`config.mk`:
```
export PLATFORM = sky130hd
export DESIGN_NAME = sctic_top
export DESIGN_NICKNAME = d
export VERILOG_FILES = /design/src/sctic_top.v
export VERILOG_INCLUDE_DIRS = /design/src /design/src/src
export SDC_FILE = /design/constraint.sdc
export NUM_CORES = 1
export LEC_CHECK = 0
export BUFFER_PORTS_ARGS = -buffer_cell sky130_fd_sc_hd__clkbuf_2
export CAP_MARGIN = 20
export CELL_PAD_IN_SITES_DETAIL_PLACEMENT = 0
export CELL_PAD_IN_SITES_GLOBAL_PLACEMENT = 2
export CORE_MARGIN = 4
export CORE_UTILIZATION = 26
export CTS_CLUSTER_DIAMETER = 200
export CTS_CLUSTER_SIZE = 25
export DETAILED_ROUTE_END_ITERATION = 7
export GPL_ROUTABILITY_DRIVEN = 0
export PLACE_DENSITY_LB_ADDON = 0.1
export SKIP_LAST_GASP = 1
export SYNTH_ARGS = -nofsm -noshare
export SYNTH_HDL_FRONTEND = slang
export SYNTH_SLANG_ARGS = --single-unit
export TNS_END_PERCENT = 1
```
`constraint.sdc`:
```
create_clock -name mclk -period 2.4 [get_ports mclk]
set_input_delay 0.24 -clock mclk [delete_from_list [all_inputs] [get_ports mclk]]
set_output_delay 0.24 -clock mclk [all_outputs]
set_load 0.005 [all_outputs]
```
`src/sctic_map.vh`:
```
// register map and field positions of the second core trap and interrupt control
`ifndef SCTIC_MAP_VH
`define SCTIC_MAP_VH

// register byte offsets, one aligned word each
`define SCTIC_OFS_CCW 8'h00
`define SCTIC_OFS_TC1 8'h04
`define SCTIC_OFS_IC2 8'h08
`define SCTIC_OFS_STS 8'h0C
`define SCTIC_OFS_HTS 8'h10
`define SCTIC_OFS_CSW 8'h14

// core_control_word fields
`define SCTIC_CCW_VAR 15
`define SCTIC_CCW_MSB 3

// trap_control_1 fields
`define SCTIC_TC1_NEST 15
`define SCTIC_TC1_OVA 14
`define SCTIC_TC1_OVB 13
`define SCTIC_TC1_COVA 12
`define SCTIC_TC1_COVB 11
`define SCTIC_TC1_ACC_A_OVERFLOW_TRAP_EN 10
`define SCTIC_TC1_ACC_B_OVERFLOW_TRAP_EN 9
`define SCTIC_TC1_CATASTROPHIC_TRAP_EN 8
`define SCTIC_TC1_SHIFT 7
`define SCTIC_TC1_DIV0 6
`define SCTIC_TC1_MATH 4
`define SCTIC_TC1_ADDR 3
`define SCTIC_TC1_STACK 2
`define SCTIC_TC1_OSC 1

// interrupt_control_2 fields
`define SCTIC_IC2_GIE 15
`define SCTIC_IC2_TIMED_DISABLE_ACTIVE 14
`define SCTIC_IC2_SWT 13
`define SCTIC_IC2_POL_LSB 0

// soft_trap_status and hard_trap_status fields
`define SCTIC_STS_NVM 8
`define SCTIC_STS_DMA 5
`define SCTIC_STS_LOOP 4
`define SCTIC_STS_AUX 0
`define SCTIC_HTS_SOFT_HARD_TRAP_FLAG 0

// cpu_status_word priority field, low bit position
`define SCTIC_CSW_IPL_LSB 5

// reset values
`define SCTIC_RST_GIE 1'b1
`define SCTIC_RST_WORD 32'h0000_0000

`endif

```
`src/sctic_top.v`:
```
// second core trap and interrupt control block with its ahb-lite register slave
// Operation
// - latency select bit 15 of control word: 1 variable, 0 fixed latency.
// - priority msb is 1 when priority level exceeds 7, else 0.
// - four-bit priority level is msb above status word bits 7 to 5.
// - priority msb reads, clears by writing zero, never set by write; resets 0.
// - nesting block bit 15 of trap control 1 stops interrupt nesting.
// - ordinary overflow trap of accumulator a or b sets bit 14 or 13.
// - catastrophic overflow trap of accumulator a or b sets bit 12 or 11.
// - accumulator a or b overflow traps only when enable bit 10 or 9 set.
// - catastrophic overflow traps only while shared enable bit 8 is set.
// - invalid accumulator shift math trap sets bit 7.
// - divide by zero math trap sets bit 6.
// - any math error trap sets bit 4.
// - address error trap sets bit 3, stack error trap sets bit 2.
// - oscillator failure trap sets bit 1 of trap control 1.
// - global enable bit 15 gates interrupts, never traps; resets to 1.
// - bit 14 of control 2 shows a timed interrupt disable in effect.
// - bit 13 of control 2 enables the software trap.
// - polarity bits 0 to 3: 1 falling edge, 0 rising edge detected.
// - nonvolatile memory address soft trap sets bit 8 of soft status.
// - dma address soft trap sets bit 5 of soft status.
// - loop stack overflow soft trap sets bit 4 of soft status.
// - auxiliary pll lock loss soft trap sets bit 0 of soft status.
// - software hard trap sets bit 0 of hard status; other bits read zero.
`timescale 1ns/1ps
`include "sctic_map.vh"

module sctic_top (
   // clock and reset
   input wire mclk,
   input wire nrst,
   // ahb-lite slave
   input wire hsel,
   input wire [31:0] haddr,
   input wire [1:0] htrans,
   input wire hwrite,
   input wire [2:0] hsize,
   input wire hready,
   input wire [31:0] hwdata,
   output reg [31:0] hrdata,
   output reg hreadyout,
   output reg hresp,
   // trap events from the core, one-cycle pulses
   input wire ev_acc_a_ovf,
   input wire ev_acc_b_ovf,
   input wire ev_acc_a_cat,
   input wire ev_acc_b_cat,
   input wire ev_shift_err,
   input wire ev_div_zero,
   input wire ev_addr_err,
   input wire ev_stack_err,
   input wire ev_osc_fail,
   // soft and software hard trap events, one-cycle pulses
   input wire ev_nvm_addr,
   input wire ev_dma_addr,
   input wire ev_loop_ovf,
   input wire ev_aux_lock_loss,
   input wire ev_sw_hard_trap,
   // core priority level load and timed disable state
   input wire ipl_load,
   input wire [3:0] ipl_new,
   input wire timed_disable_in,
   // external interrupt pins, asynchronous
   input wire [3:0] ext_irq_pin,
   // control outputs to the core
   output reg variable_latency,
   output reg nesting_allowed,
   output reg irq_open,
   output reg sw_trap_allowed,
   output reg [3:0] cpu_priority,
   output reg math_trap,
   output reg acc_trap,
   output reg [3:0] ext_irq_edge
);

   // address phase decode and pending data phase
   reg wr_pend;
   reg rd_pend;
   reg [7:0] acc_addr;
   wire take;
   assign take = hsel & htrans[1] & hready;

   // register bits
   reg var_lat;
   reg priority_level_msb;
   reg [2:0] cpu_status_word;
   reg nesting_block;
   reg acc_a_overflow_flag;
   reg acc_b_overflow_flag;
   reg acc_a_catastrophic_flag;
   reg acc_b_catastrophic_flag;
   reg acc_a_overflow_trap_en;
   reg acc_b_overflow_trap_en;
   reg catastrophic_trap_en;
   reg shift_error_flag;
   reg divide_zero_flag;
   reg arith_trap_flag;
   reg address_trap_flag;
   reg stack_trap_flag;
   reg oscillator_trap_flag;
   reg global_irq_enable;
   reg timed_disable_active;
   reg software_trap_enable;
   reg [3:0] ext_irq_polarity;
   reg nvm_addr_soft_trap_flag;
   reg dma_addr_soft_trap_flag;
   reg loop_stack_overflow_flag;
   reg aux_lock_loss_flag;
   reg soft_hard_trap_flag;

   // pin synchroniser and edge history
   reg [3:0] pin_meta;
   reg [3:0] pin_sync;
   reg [3:0] pin_prev;

   // per-register write strobes in the data phase
   wire wr_ccw;
   wire wr_tc1;
   wire wr_ic2;
   wire wr_sts;
   wire wr_hts;
   wire wr_csw;
   assign wr_ccw = wr_pend & (acc_addr == `SCTIC_OFS_CCW);
   assign wr_tc1 = wr_pend & (acc_addr == `SCTIC_OFS_TC1);
   assign wr_ic2 = wr_pend & (acc_addr == `SCTIC_OFS_IC2);
   assign wr_sts = wr_pend & (acc_addr == `SCTIC_OFS_STS);
   assign wr_hts = wr_pend & (acc_addr == `SCTIC_OFS_HTS);
   assign wr_csw = wr_pend & (acc_addr == `SCTIC_OFS_CSW);

   // trap qualification against the enables
   wire trap_ova;
   wire trap_ovb;
   wire trap_cova;
   wire trap_covb;
   wire trap_math;
   assign trap_ova = ev_acc_a_ovf & acc_a_overflow_trap_en;
   assign trap_ovb = ev_acc_b_ovf & acc_b_overflow_trap_en;
   assign trap_cova = ev_acc_a_cat & catastrophic_trap_en;
   assign trap_covb = ev_acc_b_cat & catastrophic_trap_en;
   assign trap_math = trap_ova | trap_ovb | trap_cova | trap_covb
      | ev_shift_err | ev_div_zero;

   // sticky flag: hardware set wins over a software write
   function sticky;
      input cur;
      input set;
      input wr;
      input wbit;
      begin
         if (set)
            sticky = 1'b1;
         else if (wr)
            sticky = wbit;
         else
            sticky = cur;
      end
   endfunction

   // edge select per polarity: 1 falling, 0 rising
   function edge_hit;
      input pol;
      input prev;
      input now;
      begin
         edge_hit = pol ? (prev & ~now) : (~prev & now);
      end
   endfunction

   // read data of the addressed register, unused bits zero
   function [31:0] rd_word;
      input [7:0] a;
      begin
         rd_word = `SCTIC_RST_WORD;
         case (a)
            `SCTIC_OFS_CCW: begin
               rd_word[`SCTIC_CCW_VAR] = var_lat;
               rd_word[`SCTIC_CCW_MSB] = priority_level_msb;
            end
            `SCTIC_OFS_TC1: begin
               rd_word[`SCTIC_TC1_NEST] = nesting_block;
               rd_word[`SCTIC_TC1_OVA] = acc_a_overflow_flag;
               rd_word[`SCTIC_TC1_OVB] = acc_b_overflow_flag;
               rd_word[`SCTIC_TC1_COVA] = acc_a_catastrophic_flag;
               rd_word[`SCTIC_TC1_COVB] = acc_b_catastrophic_flag;
               rd_word[`SCTIC_TC1_ACC_A_OVERFLOW_TRAP_EN] = acc_a_overflow_trap_en;
               rd_word[`SCTIC_TC1_ACC_B_OVERFLOW_TRAP_EN] = acc_b_overflow_trap_en;
               rd_word[`SCTIC_TC1_CATASTROPHIC_TRAP_EN] = catastrophic_trap_en;
               rd_word[`SCTIC_TC1_SHIFT] = shift_error_flag;
               rd_word[`SCTIC_TC1_DIV0] = divide_zero_flag;
               rd_word[`SCTIC_TC1_MATH] = arith_trap_flag;
               rd_word[`SCTIC_TC1_ADDR] = address_trap_flag;
               rd_word[`SCTIC_TC1_STACK] = stack_trap_flag;
               rd_word[`SCTIC_TC1_OSC] = oscillator_trap_flag;
            end
            `SCTIC_OFS_IC2: begin
               rd_word[`SCTIC_IC2_GIE] = global_irq_enable;
               rd_word[`SCTIC_IC2_TIMED_DISABLE_ACTIVE] = timed_disable_active;
               rd_word[`SCTIC_IC2_SWT] = software_trap_enable;
               rd_word[`SCTIC_IC2_POL_LSB+3:`SCTIC_IC2_POL_LSB] = ext_irq_polarity;
            end
            `SCTIC_OFS_STS: begin
               rd_word[`SCTIC_STS_NVM] = nvm_addr_soft_trap_flag;
               rd_word[`SCTIC_STS_DMA] = dma_addr_soft_trap_flag;
               rd_word[`SCTIC_STS_LOOP] = loop_stack_overflow_flag;
               rd_word[`SCTIC_STS_AUX] = aux_lock_loss_flag;
            end
            `SCTIC_OFS_HTS: begin
               rd_word[`SCTIC_HTS_SOFT_HARD_TRAP_FLAG] = soft_hard_trap_flag;
            end
            `SCTIC_OFS_CSW: begin
               rd_word[`SCTIC_CSW_IPL_LSB+2:`SCTIC_CSW_IPL_LSB] = cpu_status_word;
            end
            default: begin
               rd_word = `SCTIC_RST_WORD;
            end
         endcase
      end
   endfunction

   // ahb-lite slave: writes take no wait, reads one wait state
   always @(posedge mclk) begin
      if (!nrst) begin
         wr_pend <= 1'b0;
         rd_pend <= 1'b0;
         acc_addr <= 8'h00;
         hrdata <= `SCTIC_RST_WORD;
         hreadyout <= 1'b1;
         hresp <= 1'b0;
      end else begin
         hresp <= 1'b0;
         wr_pend <= take & hwrite;
         rd_pend <= take & ~hwrite;
         if (take)
            acc_addr <= {haddr[7:2], 2'b00};
         hreadyout <= ~(take & ~hwrite);
         if (rd_pend)
            hrdata <= rd_word(acc_addr);
      end
   end

   // core control word and priority level
   always @(posedge mclk) begin
      if (!nrst) begin
         var_lat <= 1'b0;
         priority_level_msb <= 1'b0;
         cpu_status_word <= 3'h0;
      end else begin
         if (wr_ccw)
            var_lat <= hwdata[`SCTIC_CCW_VAR];
         // msb follows the loaded level, a write may only clear it
         if (ipl_load)
            priority_level_msb <= ipl_new[3];
         else if (wr_ccw & ~hwdata[`SCTIC_CCW_MSB])
            priority_level_msb <= 1'b0;
         // low priority bits ignore bus writes while nesting is blocked; a level load still sets them
         if (ipl_load)
            cpu_status_word <= ipl_new[2:0];
         else if (wr_csw & ~nesting_block)
            cpu_status_word <= hwdata[`SCTIC_CSW_IPL_LSB+2:`SCTIC_CSW_IPL_LSB];
      end
   end

   // trap control 1: enables and sticky trap flags
   always @(posedge mclk) begin
      if (!nrst) begin
         nesting_block <= 1'b0;
         acc_a_overflow_trap_en <= 1'b0;
         acc_b_overflow_trap_en <= 1'b0;
         catastrophic_trap_en <= 1'b0;
         acc_a_overflow_flag <= 1'b0;
         acc_b_overflow_flag <= 1'b0;
         acc_a_catastrophic_flag <= 1'b0;
         acc_b_catastrophic_flag <= 1'b0;
         shift_error_flag <= 1'b0;
         divide_zero_flag <= 1'b0;
         arith_trap_flag <= 1'b0;
         address_trap_flag <= 1'b0;
         stack_trap_flag <= 1'b0;
         oscillator_trap_flag <= 1'b0;
      end else begin
         if (wr_tc1) begin
            nesting_block <= hwdata[`SCTIC_TC1_NEST];
            acc_a_overflow_trap_en <= hwdata[`SCTIC_TC1_ACC_A_OVERFLOW_TRAP_EN];
            acc_b_overflow_trap_en <= hwdata[`SCTIC_TC1_ACC_B_OVERFLOW_TRAP_EN];
            catastrophic_trap_en <= hwdata[`SCTIC_TC1_CATASTROPHIC_TRAP_EN];
         end
         acc_a_overflow_flag <= sticky(acc_a_overflow_flag, trap_ova,
            wr_tc1, hwdata[`SCTIC_TC1_OVA]);
         acc_b_overflow_flag <= sticky(acc_b_overflow_flag, trap_ovb,
            wr_tc1, hwdata[`SCTIC_TC1_OVB]);
         acc_a_catastrophic_flag <= sticky(acc_a_catastrophic_flag, trap_cova,
            wr_tc1, hwdata[`SCTIC_TC1_COVA]);
         acc_b_catastrophic_flag <= sticky(acc_b_catastrophic_flag, trap_covb,
            wr_tc1, hwdata[`SCTIC_TC1_COVB]);
         shift_error_flag <= sticky(shift_error_flag, ev_shift_err,
            wr_tc1, hwdata[`SCTIC_TC1_SHIFT]);
         divide_zero_flag <= sticky(divide_zero_flag, ev_div_zero,
            wr_tc1, hwdata[`SCTIC_TC1_DIV0]);
         arith_trap_flag <= sticky(arith_trap_flag, trap_math,
            wr_tc1, hwdata[`SCTIC_TC1_MATH]);
         address_trap_flag <= sticky(address_trap_flag, ev_addr_err,
            wr_tc1, hwdata[`SCTIC_TC1_ADDR]);
         stack_trap_flag <= sticky(stack_trap_flag, ev_stack_err,
            wr_tc1, hwdata[`SCTIC_TC1_STACK]);
         oscillator_trap_flag <= sticky(oscillator_trap_flag, ev_osc_fail,
            wr_tc1, hwdata[`SCTIC_TC1_OSC]);
      end
   end

   // interrupt control 2: global enable, software trap, polarities
   always @(posedge mclk) begin
      if (!nrst) begin
         global_irq_enable <= `SCTIC_RST_GIE;
         software_trap_enable <= 1'b0;
         ext_irq_polarity <= 4'h0;
         timed_disable_active <= 1'b0;
      end else begin
         timed_disable_active <= timed_disable_in;
         if (wr_ic2) begin
            global_irq_enable <= hwdata[`SCTIC_IC2_GIE];
            software_trap_enable <= hwdata[`SCTIC_IC2_SWT];
            ext_irq_polarity <= hwdata[`SCTIC_IC2_POL_LSB+3:`SCTIC_IC2_POL_LSB];
         end
      end
   end

   // soft and hard trap status flags
   always @(posedge mclk) begin
      if (!nrst) begin
         nvm_addr_soft_trap_flag <= 1'b0;
         dma_addr_soft_trap_flag <= 1'b0;
         loop_stack_overflow_flag <= 1'b0;
         aux_lock_loss_flag <= 1'b0;
         soft_hard_trap_flag <= 1'b0;
      end else begin
         nvm_addr_soft_trap_flag <= sticky(nvm_addr_soft_trap_flag, ev_nvm_addr,
            wr_sts, hwdata[`SCTIC_STS_NVM]);
         dma_addr_soft_trap_flag <= sticky(dma_addr_soft_trap_flag, ev_dma_addr,
            wr_sts, hwdata[`SCTIC_STS_DMA]);
         loop_stack_overflow_flag <= sticky(loop_stack_overflow_flag, ev_loop_ovf,
            wr_sts, hwdata[`SCTIC_STS_LOOP]);
         aux_lock_loss_flag <= sticky(aux_lock_loss_flag, ev_aux_lock_loss,
            wr_sts, hwdata[`SCTIC_STS_AUX]);
         soft_hard_trap_flag <= sticky(soft_hard_trap_flag, ev_sw_hard_trap,
            wr_hts, hwdata[`SCTIC_HTS_SOFT_HARD_TRAP_FLAG]);
      end
   end

   // external pins: two-flop synchroniser then edge history
   always @(posedge mclk) begin
      if (!nrst) begin
         pin_meta <= 4'h0;
         pin_sync <= 4'h0;
         pin_prev <= 4'h0;
      end else begin
         pin_meta <= ext_irq_pin;
         pin_sync <= pin_meta;
         pin_prev <= pin_sync;
      end
   end

   // registered outputs to the core
   always @(posedge mclk) begin
      if (!nrst) begin
         variable_latency <= 1'b0;
         nesting_allowed <= 1'b1;
         irq_open <= 1'b0;
         sw_trap_allowed <= 1'b0;
         cpu_priority <= 4'h0;
         math_trap <= 1'b0;
         acc_trap <= 1'b0;
         ext_irq_edge <= 4'h0;
      end else begin
         variable_latency <= var_lat;
         nesting_allowed <= ~nesting_block;
         // traps bypass this gate, only interrupts are held off
         irq_open <= global_irq_enable & ~timed_disable_active;
         sw_trap_allowed <= software_trap_enable;
         cpu_priority <= {priority_level_msb, cpu_status_word};
         math_trap <= trap_math;
         acc_trap <= trap_ova | trap_ovb | trap_cova | trap_covb;
         ext_irq_edge[0] <= edge_hit(ext_irq_polarity[0], pin_prev[0], pin_sync[0]);
         ext_irq_edge[1] <= edge_hit(ext_irq_polarity[1], pin_prev[1], pin_sync[1]);
         ext_irq_edge[2] <= edge_hit(ext_irq_polarity[2], pin_prev[2], pin_sync[2]);
         ext_irq_edge[3] <= edge_hit(ext_irq_polarity[3], pin_prev[3], pin_sync[3]);
      end
   end

endmodule // sctic_top

```
==> results of run 1 <==
## power by group
| group | internal [mW] | switching, mW | leakage, nW |
|---|---|---|---|
| logic | 0.0954 | 0.128 | 0.934 |
| clock network | 0.936 | 0.551 | 0.156 |
| registers | 1.40 | 0.0245 | 0.670 |
| total | 2.43 | 0.704 | 1.76 |
## critical path, stage by stage (launching register included)
cell	delay [ns]
dfxtp_1	0.66
nand3b_1	0.36
or4_1	0.49
o311a_1	0.13
## metrics by stage
step	hold slack, ns	util [%]	cells	worst slack (ns)	cell area, um2
6_report	0.110	33.6	626	0.642	4230
5_1_grt	0.0980	33.6	626	0.504	4230
3_3_place_gp	0.417	31.0	610	0.681	3910
3_5_place_dp	0.418	31.0	610	0.637	3910
4_1_cts	0.0970	33.6	626	0.628	4230
2_1_floorplan	0.332	-	387	0.746	3410
## synthesized netlist by cell type, drive strengths merged (3+ instances only)
cell | n | area [um2]
a21oi | 28 | 140
a31oi | 10 | 62.6
and2 | 19 | 119
and3b | 9 | 78.8
buf | 24 | 159
clkbuf | 21 | 78.8
dfxtp | 82 | 1640
inv | 7 | 26.3
mux2 | 3 | 33.8
mux2i | 9 | 90.1
nand2 | 31 | 116
nand2b | 10 | 62.6
nand3 | 24 | 120
nand3b | 8 | 60.1
nand4 | 6 | 37.5
nor2 | 16 | 60.1
nor4 | 3 | 18.8
o211ai | 4 | 30.0
o21ai | 21 | 105
o311a | 11 | 110
or3b | 4 | 35.0
## final timing paths
kind	startpoint	endpoint	slack, ns
max	acc_addr[2]	address_trap_flag	0.64
min	ext_irq_pin[3]	pin_meta[3]	0.11
max reg2reg	acc_addr[2]	address_trap_flag	0.64
min reg2reg	pin_meta[0]	pin_sync[0]	0.43
## logic make-up after synthesis
| group | count (synthesis) |
|---|---|
| muxes | 12 |
| and+or+nand+nor | 142 |
| AOI/OAI and AO/OA | 82 |
| other | 1 |
| DFF | 82 |
| buffers and inverters | 52 |
## final cells by class
class / count / area share [%]
clock buffers: 11 / 5.73
clock inverters: 5 / 1.83
inverters: 7 / 0.621
multi-input cells: 253 / 35.8
flip-flops and latches: 82 / 38.8
well taps: 172 / 5.08
repair buffers: 96 / 12.2
## sequential cells by signal (all words and copies together), names as in the netlist, 3 cells and up
name and count:
acc_addr 6, cpu_priority 4, cpu_status_word 3, ext_irq_edge 4, ext_irq_polarity 4, hrdata 16
pin_meta 4, pin_prev 4, pin_sync 4
## metal layers
metal  vias up  GRT usage, %
met3         8          3.81
met5         -             0
met4         0          3.99
met1      1301          18.7
li1       1437             -
met2        79          20.5
==> impl_metrics.yaml, run 1 <==
floorplanning:
  core-area_um2: 12600
  rows: 41
  die_h_um: 122
  die_w_um: 122
  die_area_um2: 14800
  start_util_pct: 26.6
  io_pins: 146
setup_path:
  r2r_cells: 3
  start_kind: "register"
  arrival_ns: 1.98
  worst-setup-path-type: "register to register"
  endpoint_kind: "register"
  crit_fanout: 16
  crit_required_ns: 2.62
detailed_routing:
  via_count: 2825
  drt-pass1-iter-count: 4
  drc: 0
  drt_iter0_markers: 145
  met3_length_um: 615
  wl_per_cell_um: 15.5
  wl_um: 9700
  wl_met1_um: 4700
  vias_per_cell: 4.51
  ant_nets: 0
  met2WireLength_um: 4270
  highest_layer: "met4"
clocking:
  cts_resized: 0
  htreeDepth: 3
  postCtsSetupBuffers: 0
  worstSkewPairLatency_ns: 0.33
  root_buffer: "clkbuf_16"
  numCtsBuffers: 9
  ctsHoldBuffers: 0
  cts_tree: "built"
  cts.path.max_buffers: 2
  clk_pin_slew_worst_paths_ns: 0.06
  cts_sinks: 82
sta:
  hold_violations: 0
  worst_pin_slew_ns: 0.583
  fin_worst_skew_ns: 0.00445
  rsz0062_at_grt: "no"
  fin_crit_sh_pct: 73.2
  maxSlewHeadroom_pct: 60.9
  fin_crit_ns: 1.76
  final-setup-viol-count: 0
  fin_setup_tns_ns: 0
  timing.fmax_ghz: 0.569
  drv_slew: 0
layout:
  antenna_cells: 0
  nFillCells: 1362
  area_growth_pct: 26.2
  nNetsFinal: 547
  multi_input_area_um2: 1520
  drive_gt1_share_pct: 26.7
  layout_common_cells: "dfxtp_1 (82), clkbuf_2 (82), nand2_1 (31), a21oi_1 (28), nand3_1 (24)"
  seqCellArea_um2: 1640
min_path:
  hold_class: "input port to register"
  min_path_cells: 2
synthesis:
  synth-seq-cells: 82
  synthAdderAreaFrac_pct: 0
  ys_types: 38
  synth_compound_gate_area_share_pct: 15.4
  synth_cells: 371
  synth-edff-count: 0
  ys.flop_type: "dfxtp_1"
  yosys.area_share.simple_pct: 23.9
  ys_seq_area_share_pct: 48.9
  synth_area_um2: 3350
  async_reset_ff_share_pct: 0
  postSynthAreaPerCell_um2: 9.04
  synthMuxAreaShare_pct: 3.69
  synth_top_family_by_area: "simple AND/OR/NAND/NOR gates"
  synth_warnings: 0
  synth_xor_area_share_pct: 0
grt:
  gr-total-overflow: 0
  grt_pass1_wl_um: 15300
  antenna_found_initial: 0
  track_usage_pct: 13.5
  grt_max_degree: 51
  grt_pass1_vias: 2784
placed_design:
  dp_hpwl_um: 6880
  port-buffer-count: 82
pwr:
  power_mw: 3.14
  peakVddDrop_uv: 259
  leakage_nw: 1.76
  p_per_area_nw_per_um2: 741
outcome:
  run_status: "finished, final reports clean"
run:
  drv_cap: 0
Note: power is estimated with default switching activity, not from simulation.
==> run 2, diff against run 1 <==
--- a/config.mk
+++ b/config.mk
@@ -11,7 +11,7 @@
 export CELL_PAD_IN_SITES_DETAIL_PLACEMENT = 0
 export CELL_PAD_IN_SITES_GLOBAL_PLACEMENT = 2
 export CORE_MARGIN = 4
-export CORE_UTILIZATION = 26
+export CORE_UTILIZATION = 24
 export CTS_CLUSTER_DIAMETER = 200
 export CTS_CLUSTER_SIZE = 25
 export DETAILED_ROUTE_END_ITERATION = 7
==> constraint.sdc (replaced) <==
create_clock -name mclk -period 1.56 [get_ports mclk]
set_input_delay 0.156 -clock mclk [delete_from_list [all_inputs] [get_ports mclk]]
set_output_delay 0.156 -clock mclk [all_outputs]
set_load 0.005 [all_outputs]
==> run 2 against run 1 <==
Net effect:
- the flow now finishes with violations (negative setup slack)
- die area is 7.8% higher
- clock power is 68% higher
- clock skew is 0.0012 ns lower
- cell area is 5.5% higher
- critical path depth stayed put
- core utilization is 0.34 points lower
- wire length is 3.6% higher
- largest cell class unchanged
==> impl_metrics.yaml, run 2 (synthesis results as in run 1) <==
outcome:
  run_status: "finished with violations"
  violations: "negative setup slack"
sta:
  final-setup-viol-count: 2
  rsz0062_at_grt: "yes"
  setup_ws_ns: -0.0278
  hold_violations: 0
  fin_hold_ws_ns: 0.0184
  drv_slew: 0
  fin_crit_ns: 1.59
  fin_crit_sh_pct: 102
  fin_worst_skew_ns: 0.00322
  timing.fmax_ghz: 0.630
pwr:
  leakage_nw: 1.87
  p_int_mw: 3.99
  p_comb_share_pct: 7.6
  peakVddDrop_uv: 467
  pwr-share-clk_pct: 49.3
  switching_share_pct: 21.5
  seq_power_share_pct: 43.1
  switching_power_mw: 1.09
  p_per_area_nw_per_um2: 1140
clocking:
  cts_tree: "built"
  cts_sinks: 82
  postCtsSetupBuffers: 0
  worstSkewPairLatency_ns: 0.33
  htreeDepth: 3
  root_buffer: "clkbuf_16"
  ctsHoldBuffers: 0
  clk_pin_slew_worst_paths_ns: 0.06
  cts.path.max_buffers: 2
  numCtsBuffers: 9
floorplanning:
  die_w_um: 126
  rows: 42
  die_h_um: 126
  start_util_pct: 24.9
  die_area_um2: 15900
  core-area_um2: 13500
  io_pins: 146
layout:
  top_regs: "hrdata x16, acc_addr x6"
  nNetsFinal: 563
  seqCellArea_um2: 1650
  largest_reg_flops: 16
  layout_common_cells: "clkbuf_2 (82), dfxtp_1 (79), nand2_1 (31), a21oi_1 (28), buf_4 (24)"
  antenna_cells: 0
  top_register: "hrdata"
  multi_input_area_um2: 1550
  final_common_cell: "clkbuf_2"
  area_growth_pct: 33.2
  drive_gt1_share_pct: 31.1
  nFillCells: 1476
grt:
  antenna_found_initial: 0
  grt_pass1_vias: 2828
  gr-total-overflow: 0
  use_met1_pct: 17.2
  grt_max_degree: 51
  track_usage_pct: 12.8
  use_met3_pct: 3.43
  grt_pass1_wl_um: 15800
  grt_busiest_layer: "met2"
  gr-usage-met2_pct: 19.4
setup_path:
  start_kind: "register"
  arrival_ns: 1.81
  crit_chain: "or4_4 -> or4_1 -> o311a_1"
  crit_family: "simple AND/OR/NAND/NOR gates"
  worst-setup-path-type: "register to register"
  crit_required_ns: 1.78
  crit_fanout: 2
  critPathSlowestCell: "or4_4"
  slowest_delay_ns: 0.55
  path_buf_inv: 0
  endpoint_kind: "register"
detailed_routing:
  via_count: 2896
  ant_nets: 0
  drt_iter0_markers: 111
  wl_per_cell_um: 15.6
  vias_per_cell: 4.48
  drc: 0
  wl_um: 10000
  drt-pass1-iter-count: 4
placed_design:
  port-buffer-count: 82
  dp_hpwl_um: 7230
  pre_cts_slack_ns: -0.0697
min_path:
  hold_class: "input port to register"
run:
  drv_cap: 0
## run 2: final timing paths
| check | start | to | slack, ns | cells past startpoint |
|---|---|---|---|---|
| setup reg to reg | acc_addr[4] | address_trap_flag | -0.03 | 3 |
| hold / removal | hwrite | rd_pend | 0.02 | 2 |
| setup / recovery | acc_addr[4] | address_trap_flag | -0.03 | 3 |
| hold reg to reg | pin_meta[1] | pin_sync[1] | 0.43 | 1 |
## run 2: layer usage
layer  wire length, um  up-vias
met2              4570       81
met3               607       10
li1                  -     1471
met1              4730     1334
met5                 0        -
met4               139        0
## run 2: timing repair
action / 4_1_cts / 5_1_grt
pin swaps: 2 / 2
resized for setup: 6 / 8
setup endpoints to repair: 11 / 24
## run 2: power groups by stage
stage / clock network [mW] / registers (mW) / logic, mW
after CTS: 2.59 / 2.19 / 0.386
after global routing: 2.67 / 2.19 / 0.435
after global placement: 0 / 2.23 / 0.380
after detailed placement: 0 / 2.23 / 0.381
after floorplan: 0 / 2.23 / 0.216
final: 2.50 / 2.19 / 0.387
## run 2: metrics by stage
step,power (mW),std cells,util [%],TNS [ns],instance area [um2]
after global placement,2.61,630,30.2,-0.120,4060
after CTS,5.16,646,33.0,-0.0371,4430
after floorplan,2.44,387,-,-0.0943,3410
after global routing,5.30,646,33.2,-1.01,4470
final,5.07,646,33.2,-0.0461,4470
after detailed placement,2.61,630,30.2,-0.182,4060
## run 2: area by class of cell
cell class / instances / area share (%)
timing repair buffer: 112 / 15.1
tap: 176 / 4.93
sequential: 82 / 36.8
clock inverter: 4 / 2.18
inverter: 7 / 0.588
multi-input combinational: 253 / 34.6
clock buffer: 12 / 5.74
